<file path="config.mk">
export PLATFORM = sky130hd
export DESIGN_NAME = rtu_vtiming_regs
export DESIGN_NICKNAME = d
export VERILOG_FILES = /design/src/rtl/rtu_pkg.sv /design/src/rtl/rtu_vtiming_regs.sv
export VERILOG_INCLUDE_DIRS = /design/src /design/src/rtl
export SDC_FILE = /design/constraint.sdc
export NUM_CORES = 1
export LEC_CHECK = 0
export BUFFER_PORTS_ARGS = -buffer_cell sky130_fd_sc_hd__buf_2
export CAP_MARGIN = 20
export CELL_PAD_IN_SITES_DETAIL_PLACEMENT = 1
export CELL_PAD_IN_SITES_GLOBAL_PLACEMENT = 1
export CORE_MARGIN = 1
export CORE_UTILIZATION = 42
export CTS_CLUSTER_DIAMETER = 120
export DETAILED_ROUTE_END_ITERATION = 6
export PLACE_DENSITY = 0.72
export SLEW_MARGIN = 20
export SYNTH_ARGS = -nofsm -noshare
export SYNTH_HDL_FRONTEND = slang
export SYNTH_SLANG_ARGS = --single-unit
</file>
<file path="constraint.sdc">
create_clock -name core_clk -period 2.7 [get_ports core_clk]
set_input_delay 0.81 -clock core_clk [delete_from_list [all_inputs] [get_ports core_clk]]
set_output_delay 0.81 -clock core_clk [all_outputs]
set_load 0.01 [all_outputs]
</file>
<file path="src/rtl/rtu_defs.svh">
// register offsets, field positions and reset values for the raster timing unit registers
// assumes inclusion by the block's package, design file and host model
`ifndef RTU_DEFS_SVH
`define RTU_DEFS_SVH
`define RTU_IDX_END_HSYNC 5'h05
`define RTU_IDX_VTOTAL 5'h06
`define RTU_IDX_VHIGH 5'h07
`define RTU_IDX_PRESET 5'h08
`define RTU_IDX_MAXSCAN 5'h09
`define RTU_IDX_CUR_FIRST 5'h0a
`define RTU_IDX_CUR_LAST 5'h0b
`define RTU_IDX_ORG_HI 5'h0c
`define RTU_IDX_ORG_LO 5'h0d
`define RTU_IDX_CPOS_HI 5'h0e
`define RTU_IDX_CPOS_LO 5'h0f
`define RTU_IDX_VSYNC_LO 5'h10
`define RTU_IDX_PROT_MAX 5'h07
`define RTU_PORT_MONO_IDX 16'h03b4
`define RTU_PORT_COLOR_IDX 16'h03d4
`define RTU_VHIGH_DISP_MASK 8'h42
`define RTU_VHIGH_LOCK0_MASK 8'had
`define RTU_VHIGH_LC_MASK 8'h10
`define RTU_REG_RESET 8'h00
`endif

</file>
<file path="src/rtl/rtu_pkg.sv">
// types shared by the raster timing unit register block
// assumes the defs header sits beside it
`include "rtu_defs.svh"
package rtu_pkg;
    typedef enum logic [1:0] {
        RTU_SKEW_0 = 2'b00,
        RTU_SKEW_1 = 2'b01,
        RTU_SKEW_2 = 2'b10,
        RTU_SKEW_3 = 2'b11
    } rtu_skew_t;
endpackage

</file>
<file path="src/rtl/rtu_vtiming_regs.sv">
// raster timing unit: vertical timing, cursor and start address registers with row scan logic
// assumes io strobes are synchronous to core_clk, one character clock per char_tick cycle
//
// Contract
// RULE_01 - delay horizontal sync by 0..3 character clocks from end-sync delay field
// RULE_02 - end horizontal sync when low five counter bits equal end field
// RULE_03 - end-sync bit 7 is sixth bit of blanking end compare
// RULE_04 - frame line total is ten bits from total and high-bits register
// RULE_05 - high-bits register holds ninth and tenth bits in documented order
// RULE_06 - legacy mode uses seven-bit row total, bit 7 reserved
// RULE_07 - total register writes ignored when protect bit 0 or write-protect set
// RULE_08 - display-end bits blocked only when protect bit 1 clear and write-protect set
// RULE_09 - high bits 7,5,3,2,0 blocked when protect bit 0 or write-protect set
// RULE_10 - byte panning field shifts data left 0..3 bytes in multi-shift modes
// RULE_11 - row scan counter loads preset once after each vertical sync
// RULE_12 - row scan increments per horizontal sync, clears at maximum
// RULE_13 - line doubling clocks row scan at half horizontal rate
// RULE_14 - max-scan bit 6 is line compare bit 9, bit 5 blank start bit 9
// RULE_15 - max scan field is lines per row minus one, legacy uppers reserved
// RULE_16 - cursor control bit zero shows cursor, one hides it
// RULE_17 - cursor starts at start row; none when start exceeds end
// RULE_18 - cursor active through end row inclusive
// RULE_19 - cursor delayed right 0..3 character clocks by skew field
// RULE_20 - start address extended to 18 bits by protect bits 3 and 4
// RULE_21 - legacy mode forces start address high bits 7:6 to zero
// RULE_22 - cursor location 18 bits in standard mode, six high bits legacy
// RULE_23 - write-protect blocks indexes 00..07 except line compare bit; code leaves index 07 bits 6 and 1 writable when protect bit 1 set
// RULE_24 - index port selects register reached by the data port
// RULE_25 - ports decode mono range when misc bit 0 clear, color when set
// RULE_26 - register values reach counters at next character clock
// RULE_27 - reserved bits read zero and ignore writes
`include "rtu_defs.svh"
module rtu_vtiming_regs #(
    parameter int ROW_W = 5
) (
    input wire logic core_clk,
    input wire logic arst_n,
    input wire logic [15:0] io_addr,
    input wire logic io_wr,
    input wire logic io_rd,
    input wire logic [7:0] io_wdata,
    input wire logic misc_color_sel,
    input wire logic [7:0] vendor_protect_reg_three,
    input wire logic write_protect,
    input wire logic legacy_mode,
    input wire logic multi_shift_mode,
    input wire logic char_tick,
    input wire logic [7:0] hchar_count,
    input wire logic hsync_raw,
    input wire logic hsync_end_pulse,
    input wire logic vsync_end_pulse,
    input wire logic cursor_raw,
    output logic [7:0] io_rdata,
    output logic hsync_out,
    output logic hsync_off_match,
    output logic [5:0] hblank_end_cmp,
    output logic [9:0] frame_line_total,
    output logic [7:0] vhigh_bits,
    output logic [1:0] byte_pan,
    output logic [ROW_W-1:0] row_scan,
    output logic [1:0] vextra_bits,
    output logic cursor_row_active,
    output logic cursor_out,
    output logic [17:0] screen_origin,
    output logic [17:0] cursor_position
);
    logic [7:0] end_hsync_q, vtotal_q, vhigh_q, preset_q, maxscan_q;
    logic [7:0] cfirst_q, clast_q, org_hi_q, org_lo_q, cpos_hi_q, cpos_lo_q, vsync_lo_q;
    logic [4:0] index_q;
    logic [2:0] hs_pipe_q;
    logic [2:0] cur_pipe_q;
    logic dbl_phase_q;
    logic [ROW_W-1:0] row_q;

    // index/data port decode by misc color select
    logic [15:0] base;
    logic idx_hit, dat_hit, prot_idx, lock0;
    assign base = misc_color_sel ? `RTU_PORT_COLOR_IDX : `RTU_PORT_MONO_IDX; // RULE_25
    assign idx_hit = io_addr == base;
    assign dat_hit = io_addr == base + 16'h0001;
    assign prot_idx = write_protect && (index_q <= `RTU_IDX_PROT_MAX); // RULE_23
    assign lock0 = vendor_protect_reg_three[0] || write_protect;

    // write mask for the high-bits register
    function automatic logic [7:0] vhigh_mask(input logic p0, input logic p1, input logic wp);
        logic [7:0] m;
        m = 8'hff;
        if (p0 || wp) begin
            m = m & ~`RTU_VHIGH_LOCK0_MASK; // RULE_09
        end
        if (!p1 && wp) begin
            m = m & ~`RTU_VHIGH_DISP_MASK; // RULE_08
        end
        return m;
    endfunction

    // index register write
    always_ff @(posedge core_clk or negedge arst_n) begin
        if (!arst_n) begin
            index_q <= 5'h00;
        end else if (io_wr && idx_hit) begin
            index_q <= io_wdata[4:0]; // RULE_24
        end
    end

    // data register writes with locks
    always_ff @(posedge core_clk or negedge arst_n) begin
        if (!arst_n) begin
            end_hsync_q <= `RTU_REG_RESET;
            vtotal_q <= `RTU_REG_RESET;
            vhigh_q <= `RTU_REG_RESET;
            preset_q <= `RTU_REG_RESET;
            maxscan_q <= `RTU_REG_RESET;
            cfirst_q <= `RTU_REG_RESET;
            clast_q <= `RTU_REG_RESET;
            org_hi_q <= `RTU_REG_RESET;
            org_lo_q <= `RTU_REG_RESET;
            cpos_hi_q <= `RTU_REG_RESET;
            cpos_lo_q <= `RTU_REG_RESET;
            vsync_lo_q <= `RTU_REG_RESET;
        end else if (io_wr && dat_hit) begin
            unique case (index_q)
                `RTU_IDX_END_HSYNC: if (!prot_idx) end_hsync_q <= io_wdata; // RULE_23
                `RTU_IDX_VTOTAL: if (!lock0) vtotal_q <= io_wdata; // RULE_07
                `RTU_IDX_VHIGH: begin
                    vhigh_q <= (io_wdata & vhigh_mask(vendor_protect_reg_three[0],
                        vendor_protect_reg_three[1], write_protect))
                        | (vhigh_q & ~vhigh_mask(vendor_protect_reg_three[0],
                        vendor_protect_reg_three[1], write_protect)); // RULE_05
                end
                `RTU_IDX_PRESET: preset_q <= {1'b0, io_wdata[6:0]}; // RULE_27
                `RTU_IDX_MAXSCAN: begin
                    maxscan_q[7:6] <= io_wdata[7:6];
                    maxscan_q[4:0] <= io_wdata[4:0];
                    if (!vendor_protect_reg_three[0]) maxscan_q[5] <= io_wdata[5];
                end
                `RTU_IDX_CUR_FIRST: cfirst_q <= {2'b00, io_wdata[5:0]}; // RULE_27
                `RTU_IDX_CUR_LAST: clast_q <= {1'b0, io_wdata[6:0]}; // RULE_27
                `RTU_IDX_ORG_HI: org_hi_q <= io_wdata;
                `RTU_IDX_ORG_LO: org_lo_q <= io_wdata;
                `RTU_IDX_CPOS_HI: cpos_hi_q <= io_wdata;
                `RTU_IDX_CPOS_LO: cpos_lo_q <= io_wdata;
                `RTU_IDX_VSYNC_LO: if (!vendor_protect_reg_three[0]) vsync_lo_q <= io_wdata;
                default: ;
            endcase
        end
    end

    // readback of the indexed register
    always_ff @(posedge core_clk or negedge arst_n) begin
        if (!arst_n) begin
            io_rdata <= 8'h00;
        end else if (io_rd && idx_hit) begin
            io_rdata <= {3'b000, index_q};
        end else if (io_rd && dat_hit) begin
            unique case (index_q)
                `RTU_IDX_END_HSYNC: io_rdata <= end_hsync_q;
                `RTU_IDX_VTOTAL: io_rdata <= vtotal_q;
                `RTU_IDX_VHIGH: io_rdata <= vhigh_q;
                `RTU_IDX_PRESET: io_rdata <= preset_q;
                `RTU_IDX_MAXSCAN: io_rdata <= maxscan_q;
                `RTU_IDX_CUR_FIRST: io_rdata <= cfirst_q;
                `RTU_IDX_CUR_LAST: io_rdata <= clast_q;
                `RTU_IDX_ORG_HI: io_rdata <= org_hi_q;
                `RTU_IDX_ORG_LO: io_rdata <= org_lo_q;
                `RTU_IDX_CPOS_HI: io_rdata <= cpos_hi_q;
                `RTU_IDX_CPOS_LO: io_rdata <= cpos_lo_q;
                `RTU_IDX_VSYNC_LO: io_rdata <= vsync_lo_q;
                default: io_rdata <= 8'h00;
            endcase
        end
    end

    // snapshot of register fields into the counter domain on a character clock
    always_ff @(posedge core_clk or negedge arst_n) begin
        if (!arst_n) begin
            hblank_end_cmp <= 6'h00;
            frame_line_total <= 10'h000;
            vhigh_bits <= 8'h00;
            byte_pan <= 2'b00;
            vextra_bits <= 2'b00;
            screen_origin <= 18'h0_0000;
            cursor_position <= 18'h0_0000;
        end else if (char_tick) begin // RULE_26
            hblank_end_cmp <= {end_hsync_q[7], 5'h00}; // RULE_03
            frame_line_total <= legacy_mode ? {3'b000, vtotal_q[6:0]}
                : {vhigh_q[5], vhigh_q[0], vtotal_q}; // RULE_04 RULE_06
            vhigh_bits <= vhigh_q;
            byte_pan <= multi_shift_mode ? preset_q[6:5] : 2'b00; // RULE_10
            vextra_bits <= legacy_mode ? 2'b00 : maxscan_q[6:5]; // RULE_14 RULE_15
            screen_origin <= {vendor_protect_reg_three[4:3],
                legacy_mode ? 2'b00 : org_hi_q[7:6], org_hi_q[5:0], org_lo_q}; // RULE_20 RULE_21
            cursor_position <= legacy_mode ? {4'h0, cpos_hi_q[5:0], cpos_lo_q}
                : {vendor_protect_reg_three[4:3], cpos_hi_q, cpos_lo_q}; // RULE_22
        end
    end

    // horizontal sync delay line and end match
    always_ff @(posedge core_clk or negedge arst_n) begin
        if (!arst_n) begin
            hs_pipe_q <= 3'b000;
            hsync_out <= 1'b0;
            hsync_off_match <= 1'b0;
        end else if (char_tick) begin
            hs_pipe_q <= {hs_pipe_q[1:0], hsync_raw};
            unique case (rtu_pkg::rtu_skew_t'(end_hsync_q[6:5])) // RULE_01
                rtu_pkg::RTU_SKEW_0: hsync_out <= hsync_raw;
                rtu_pkg::RTU_SKEW_1: hsync_out <= hs_pipe_q[0];
                rtu_pkg::RTU_SKEW_2: hsync_out <= hs_pipe_q[1];
                rtu_pkg::RTU_SKEW_3: hsync_out <= hs_pipe_q[2];
            endcase
            hsync_off_match <= hchar_count[4:0] == end_hsync_q[4:0]; // RULE_02
        end
    end

    // row scan counter with preset, wrap and line doubling
    logic [ROW_W-1:0] row_max;
    assign row_max = maxscan_q[ROW_W-1:0];
    always_ff @(posedge core_clk or negedge arst_n) begin
        if (!arst_n) begin
            row_q <= '0;
            dbl_phase_q <= 1'b0;
        end else if (vsync_end_pulse) begin
            row_q <= preset_q[ROW_W-1:0]; // RULE_11
            dbl_phase_q <= 1'b0;
        end else if (hsync_end_pulse) begin
            dbl_phase_q <= maxscan_q[7] ? !dbl_phase_q : 1'b0; // RULE_13
            if (!maxscan_q[7] || dbl_phase_q) begin
                row_q <= (row_q >= row_max) ? '0 : row_q + 1'b1; // RULE_12
            end
        end
    end
    assign row_scan = row_q;

    // cursor row window and skew delay
    always_ff @(posedge core_clk or negedge arst_n) begin
        if (!arst_n) begin
            cursor_row_active <= 1'b0;
            cur_pipe_q <= 3'b000;
            cursor_out <= 1'b0;
        end else if (char_tick) begin
            cursor_row_active <= !cfirst_q[5] && (cfirst_q[4:0] <= clast_q[4:0])
                && (5'(row_q) >= cfirst_q[4:0]) && (5'(row_q) <= clast_q[4:0]); // RULE_16 RULE_17 RULE_18
            cur_pipe_q <= {cur_pipe_q[1:0], cursor_raw && cursor_row_active};
            unique case (rtu_pkg::rtu_skew_t'(clast_q[6:5])) // RULE_19
                rtu_pkg::RTU_SKEW_0: cursor_out <= cursor_raw && cursor_row_active;
                rtu_pkg::RTU_SKEW_1: cursor_out <= cur_pipe_q[0];
                rtu_pkg::RTU_SKEW_2: cursor_out <= cur_pipe_q[1];
                rtu_pkg::RTU_SKEW_3: cursor_out <= cur_pipe_q[2];
            endcase
        end
    end

    property p_vtotal_lock;
        @(posedge core_clk) disable iff (!arst_n)
        (io_wr && dat_hit && index_q == `RTU_IDX_VTOTAL && lock0) |=> $stable(vtotal_q);
    endproperty
    a_vtotal_lock: assert property (p_vtotal_lock) else $error("total written while locked"); // RULE_07

    property p_disp_lock;
        @(posedge core_clk) disable iff (!arst_n)
        (io_wr && dat_hit && index_q == `RTU_IDX_VHIGH && !vendor_protect_reg_three[1] && write_protect)
        |=> (vhigh_q[6] == $past(vhigh_q[6])) && (vhigh_q[1] == $past(vhigh_q[1]));
    endproperty
    a_disp_lock: assert property (p_disp_lock) else $error("display end bits changed"); // RULE_08

    property p_lc_free;
        @(posedge core_clk) disable iff (!arst_n)
        (io_wr && dat_hit && index_q == `RTU_IDX_VHIGH) |=> vhigh_q[4] == $past(io_wdata[4]);
    endproperty
    a_lc_free: assert property (p_lc_free) else $error("line compare bit not written"); // RULE_23

    property p_preset;
        @(posedge core_clk) disable iff (!arst_n)
        vsync_end_pulse |=> row_q == $past(preset_q[ROW_W-1:0]);
    endproperty
    a_preset: assert property (p_preset) else $error("row preset not loaded"); // RULE_11

    property p_wrap;
        @(posedge core_clk) disable iff (!arst_n)
        (hsync_end_pulse && !vsync_end_pulse && !maxscan_q[7] && row_q >= row_max) |=> row_q == '0;
    endproperty
    a_wrap: assert property (p_wrap) else $error("row scan did not clear"); // RULE_12

    property p_double;
        @(posedge core_clk) disable iff (!arst_n)
        (hsync_end_pulse && !vsync_end_pulse && maxscan_q[7] && !dbl_phase_q) |=> $stable(row_q);
    endproperty
    a_double: assert property (p_double) else $error("row advanced on first of doubled line"); // RULE_13

    property p_cursor_off;
        @(posedge core_clk) disable iff (!arst_n)
        (char_tick && cfirst_q[5]) |=> !cursor_row_active;
    endproperty
    a_cursor_off: assert property (p_cursor_off) else $error("cursor shown while disabled"); // RULE_16

    property p_index;
        @(posedge core_clk) disable iff (!arst_n)
        (io_wr && idx_hit) |=> index_q == $past(io_wdata[4:0]);
    endproperty
    a_index: assert property (p_index) else $error("index not taken"); // RULE_24

    // lock, readback and field checks
    property p_hs_lock;
        @(posedge core_clk) disable iff (!arst_n)
        (io_wr && dat_hit && index_q == `RTU_IDX_END_HSYNC && write_protect) |=> $stable(end_hsync_q);
    endproperty
    a_hs_lock: assert property (p_hs_lock) else $error("end sync written while protected"); // RULE_23

    property p_lock0_bits;
        @(posedge core_clk) disable iff (!arst_n)
        (io_wr && dat_hit && index_q == `RTU_IDX_VHIGH && lock0)
        |=> (vhigh_q & `RTU_VHIGH_LOCK0_MASK) == ($past(vhigh_q) & `RTU_VHIGH_LOCK0_MASK);
    endproperty
    a_lock0_bits: assert property (p_lock0_bits) else $error("locked high bits changed"); // RULE_09

    property p_rd_index;
        @(posedge core_clk) disable iff (!arst_n)
        (io_rd && idx_hit) |=> io_rdata == {3'b000, $past(index_q)};
    endproperty
    a_rd_index: assert property (p_rd_index) else $error("index readback wrong"); // RULE_24

    property p_preset_rsv;
        @(posedge core_clk) disable iff (!arst_n)
        (io_wr && dat_hit && index_q == `RTU_IDX_PRESET) |=> !preset_q[7];
    endproperty
    a_preset_rsv: assert property (p_preset_rsv) else $error("reserved preset bit stored"); // RULE_27

    property p_maxscan5;
        @(posedge core_clk) disable iff (!arst_n)
        (io_wr && dat_hit && index_q == `RTU_IDX_MAXSCAN && vendor_protect_reg_three[0]) |=> $stable(maxscan_q[5]);
    endproperty
    a_maxscan5: assert property (p_maxscan5) else $error("blank start bit 9 written while locked"); // RULE_14

    property p_hoff;
        @(posedge core_clk) disable iff (!arst_n)
        char_tick |=> hsync_off_match == ($past(hchar_count[4:0]) == $past(end_hsync_q[4:0]));
    endproperty
    a_hoff: assert property (p_hoff) else $error("sync end match wrong"); // RULE_02

    property p_hsync0;
        @(posedge core_clk) disable iff (!arst_n)
        (char_tick && end_hsync_q[6:5] == 2'b00) |=> hsync_out == $past(hsync_raw);
    endproperty
    a_hsync0: assert property (p_hsync0) else $error("undelayed sync wrong"); // RULE_01

    property p_flt;
        @(posedge core_clk) disable iff (!arst_n)
        (char_tick && !legacy_mode) |=> frame_line_total == {$past(vhigh_q[5]), $past(vhigh_q[0]), $past(vtotal_q)};
    endproperty
    a_flt: assert property (p_flt) else $error("frame line total wrong"); // RULE_04

    property p_legacy_org;
        @(posedge core_clk) disable iff (!arst_n)
        (char_tick && legacy_mode) |=> screen_origin[15:14] == 2'b00;
    endproperty
    a_legacy_org: assert property (p_legacy_org) else $error("legacy origin bits not forced"); // RULE_21

    property p_legacy_extra;
        @(posedge core_clk) disable iff (!arst_n)
        (char_tick && legacy_mode) |=> vextra_bits == 2'b00;
    endproperty
    a_legacy_extra: assert property (p_legacy_extra) else $error("legacy extra bits not zero"); // RULE_15

    property p_pan;
        @(posedge core_clk) disable iff (!arst_n)
        (char_tick && !multi_shift_mode) |=> byte_pan == 2'b00;
    endproperty
    a_pan: assert property (p_pan) else $error("panning outside multi-shift mode"); // RULE_10

    property p_cursor_window;
        @(posedge core_clk) disable iff (!arst_n)
        (char_tick && cfirst_q[4:0] > clast_q[4:0]) |=> !cursor_row_active;
    endproperty
    a_cursor_window: assert property (p_cursor_window) else $error("cursor with start past end"); // RULE_17

    property p_cursor_skew0;
        @(posedge core_clk) disable iff (!arst_n)
        (char_tick && clast_q[6:5] == 2'b00) |=> cursor_out == ($past(cursor_raw) && $past(cursor_row_active));
    endproperty
    a_cursor_skew0: assert property (p_cursor_skew0) else $error("unskewed cursor wrong"); // RULE_19
endmodule // rtu_vtiming_regs

</file>
==> reports/metrics.sh <==
OUTCOME='finished, final reports clean'
SEQUENTIAL_CELL_AREA_SQ_MM=0.00450
TIMING.CLOCK.SKEW_NS=0.0110
SYN-INSTANCE-COUNT=685
CHIPHEIGHT_MICRONS=145
CRITICAL_PATH.MAX_STAGE_DELAY_NS=0.39
ENDPOINT_KIND_OF_THE_WORST_SETUP_TIMING_PATH='register'
CLOCK_TREE.ROOT_CELL='clkbuf_16'
LARGEST_FAMILY_OF_LOGIC_CELLS_BY_SYNTHESIZED_AREA='multiplexers'
DRT_PRE_ANTENNA_ITERS=5
MAX_SLEW_MARGIN_PCT=51.0
FIRST_GLOBAL_VIAS=6832
CRITPATHMAXFANOUT=5
CTS.HTREE.LEVELS=4
INITIALDRTVIOLATIONCOUNT=396
DP_HPWL_MICRONS=19200
ROWS=51
TIMING.SETUP.TNS_NS=0
MAX_FREQ_MHz=378
SYNTH.AREA.MUX_SHARE_PCT=21.5
GRT_SETUP_UNREPAIRED='yes'
POWER.TOTAL_uW=5460
NUMCTSBUFFERS=17
POWER.DENSITY_CELL_AREA_mW_PER_MM2=522
STATIC-LEAKAGE-POWER_uW=0.00530
GRT_START_MAX_NET_PINS=84
POST-PLACE-WS_NS=-0.336
POWER.COMBINATIONAL.FRACTION_PCT=5.3
DISTINCT_CELLS_SYNTH=65
CRIT_PATH_TIME_FINAL_NS=2.65
FIRST_PASS_GRT_WIRE_LENGTH_MICRONS=41100
VIAS_PER_CELL=5.57
CELL_AREA_AFTER_TECHNOLOGY_MAPPING_SQ_MM=0.00860
HOLD_VIOL_FINAL=0
WORSTPATHARRIVAL_NS=2.97
CORE_AREA_SQ_MM=0.0198
DESIGN.FINAL.NETS=912
POWER.NET_SWITCHING_uW=1370
MOSTFREQUENTLAYOUTCELLS='dfrtp_1, mux2_2, buf_2'
DRTANTENNAVIOLNETS=0
PLACER_CONGESTION_ESTIMATE=0.893
CRITICAL_PATH_REQUIRED_NS=3.02
YOSYSWARNINGS=0
SYNTH_XOR_AREA_SHARE_PCT=0.509
FINAL_INSTANCE_COUNT_WITHOUT_FILLER_CELLS=1116
DRIVE_ABOVE_1_SHARE_PCT=44.9
CRIT_PATH_CELL_TRACE='buf_2 -> or3b_4 -> a2111oi_4 -> buf_4 -> nand4_1 -> buf_4 -> nor3_4 -> buf_4 -> mux2_2'
POWER.IR.VDD_WORST_mV=0.387
SYNTH_COMPOUND_AREA_SHARE_PCT=7.13
SLEW_VIOL_FINAL=0
CLK-INSERTION-DELAY-LATE_NS=0.43
PORTBUFFERS=121
SYNTH-EDFF-COUNT=0
FP.DIEW_MICRONS=145
WORST_SETUP_PATH_START_KIND='primary input'
CRITICALPATHCATEGORY='primary input to register'
YOSYS.AREA_SHARE.ADDER_PCT=3.06
DRT-TOTAL-WL_MICRONS=25800
POSTSYNTHREGISTERBITS=180
POWER_FRAC_SEQ_PCT=50.3
DETAILROUTE.VIA_COUNT=6220
HOLD_SLACK_NS=0.350
LEADING_CELL_TYPE_IN_THE_LAYOUT_FILL_AND_TAPS_EXCLUDED='dfrtp_1'
SYNTH_SIMPLE_GATE_AREA_SHARE_PCT=11.3
YOSYS_MOST_USED_DFF='dfrtp_1'
CLKSINKCOUNT=180
IO_PINS=134
P_SW_SHARE_PCT=25.2
INITIAL_UTILIZATION_PCT=43.5
AREA_DELTA_SYNTH_FINAL_PCT=21.7
MULTI_INPUT_COMB_AREA_SQ_MM=0.00379
ANTENNA_FOUND_INITIAL=0
SYNTH-ASYNC-RESET-RATIO_PCT=100
TIMING.HOLD.WORST.CLASS='primary input to asynchronous set/reset pin'
GRT_UTIL_ALL_LAYERS_PCT=25.9
TIMING.FINAL.WS_SETUP_NS=0.0514
P_INT_uW=4080
NUMPLACEDINSTANCES=1084
ANTENNA-DIODE-COUNT=0
PATH_CLK_SLEW_NS=0.07
CTS.HOLD.BUFFERS_ADDED=0
FINAL-SETUP-VIOL-COUNT=0
TRITONCTS='yes'
REMAINING_DRC_ERRORS=0
CTS_POST_SETUP_BUFFERS_INSERTED=0
POST_DRT_WL_PER_CELL_MICRONS=23.1
TIMING_WORST_SLEW_PIN_VALUE_NS=0.734
POSTSYNTHAREAPERCELL_SQ_UM=12.6
CLK_PATH_BUF_DEPTH=2
FINAL_PERIOD_UTILIZATION_PCT=98.1
CRITPATHMOSTFREQUENTCELL='buf_4'
DIE-AREA_SQ_MM=0.0211
MAX_CAP_VIOLS=0
SYNTH_SEQUENTIAL_AREA_RATIO_PCT=52.4
NUMBER_OF_FILLER_CELLS_PLACED_IN_THE_LAYOUT=2089
CTSRESIZECOUNT=0
SHARE_CLK_OF_TOTAL_POWER_PCT=44.4
CRITICAL-PATH-SLOWEST-CELL='or3b_4'
GRT_OVERFLOW_TOTAL=0
-- registers in the layout, summed over array words and instances (netlist names), 5 cells and up, named ones only --
signal	cells
cursor_position	18
screen_origin	18
frame_line_total	10
cpos_hi_q	8
cpos_lo_q	8
end_hsync_q	8
io_rdata	8
maxscan_q	8
org_hi_q	8
org_lo_q	8
vhigh_bits	8
vsync_lo_q	8
vtotal_q	8
clast_q	7
preset_q	7
cfirst_q	6
index_q	5
row_scan	5
-- worst max-delay path: cells and delay by family --
kind / cells / cell delay [ns]
AND/OR/NAND/NOR: 3 / 0.79
buffers and inverters: 4 / 0.73
multiplexers: 1 / 0.34
AO/OA/AOI/OAI: 1 / 0.29
-- routing by layer --
metal / GRT usage, % / up-vias / wire length, microns
met1: 34.4 / 3211 / 11500
met5: 0 / - / 0
met2: 43.3 / 183 / 12700
li1: - / 2797 / -
met4: 8.00 / 0 / 470
met3: 4.15 / 29 / 1190
-- layout make-up --
| cell class | count | share of cell area [%] |
|---|---|---|
| Clock inverter | 14 | 1.34 |
| Clock buffer | 18 | 4.20 |
| Inverter | 37 | 1.33 |
| Sequential cell | 180 | 43.0 |
| Timing Repair Buffer | 176 | 10.7 |
| Multi-Input combinational cell | 426 | 36.2 |
| Tap cell | 265 | 3.17 |
-- cells by family (layout without fill, tap and decap cells) --
kind of cell,count (synthesis),count (layout)
xor gates and xnor gates,5,5
muxes,160,160
DFF,180,180
adders and majority gates,21,21
AOI/OAI and AO/OA,86,86
other,1,5
buffers and inverters,83,245
and+or+nand+nor,149,149
-- power by group through the flow --
stage	clock network [uW]	logic, uW	registers (uW)
5_1_grt	2570	322	2750
3_5_place_dp	0	297	2800
2_1_floorplan	0	123	2800
4_1_cts	2470	298	2750
3_3_place_gp	0	285	2790
6_report	2420	292	2740
-- worst paths after layout --
kind                       cells after the start      startpoint          endpoint  slack [ns]
max reg2reg                                    6      index_q[2]       io_rdata[2]        0.32
min reg2reg                                    1     io_rdata[7]       io_rdata[7]        0.49
min in group core_clk                          1     io_rdata[7]       io_rdata[7]        0.49
min                                            1          arst_n  screen_origin[2]        0.35
max in group asynchronous                      2          arst_n    end_hsync_q[1]        1.62
max                                            9  misc_color_sel       org_lo_q[6]        0.05
-- cells in the mapped netlist (2+ instances only) --
cell type / count / share of area (%)
a22o_1: 2 / 0.20
a21oi_1: 16 / 0.93
ha_1: 21 / 3.1
buf_1: 2 / 0.087
mux2_4: 8 / 1.4
nor2b_1: 8 / 0.58
buf_2: 4 / 0.23
a221oi_1: 7 / 0.71
mux2_2: 147 / 19
a22oi_1: 6 / 0.52
inv_1: 37 / 1.6
nor2_2: 2 / 0.15
nand3b_1: 16 / 1.4
o22ai_1: 2 / 0.15
o21ai_0: 21 / 1.2
clkbuf_1: 33 / 1.4
nor3_4: 3 / 0.57
o221ai_1: 2 / 0.20
nor2_1: 13 / 0.57
nand2_1: 13 / 0.57
nor4_4: 2 / 0.49
nand3_1: 24 / 1.4
buf_4: 6 / 0.52
dfrtp_1: 180 / 52
a2111oi_0: 9 / 0.92
mux2_1: 2 / 0.26
mux4_2: 2 / 0.52
nand2b_1: 4 / 0.29
nand4_1: 8 / 0.58
nor3b_1: 3 / 0.26
nor3_1: 8 / 0.47
and2_1: 5 / 0.36
or3b_2: 2 / 0.20
and3_1: 25 / 1.8
a222oi_1: 2 / 0.23
a31oi_1: 5 / 0.36
xnor2_1: 5 / 0.51
and4_1: 2 / 0.20
or3b_1: 2 / 0.20
-- per-stage QoR --
stage	cell area [sq um]	utilization, %
final	10500	52.9
after global routing	10500	52.9
after detailed placement	9880	49.9
after floorplan	8640	-
after global placement	9880	49.9
after CTS	10500	52.9
Power figures use the tool's default switching activity.
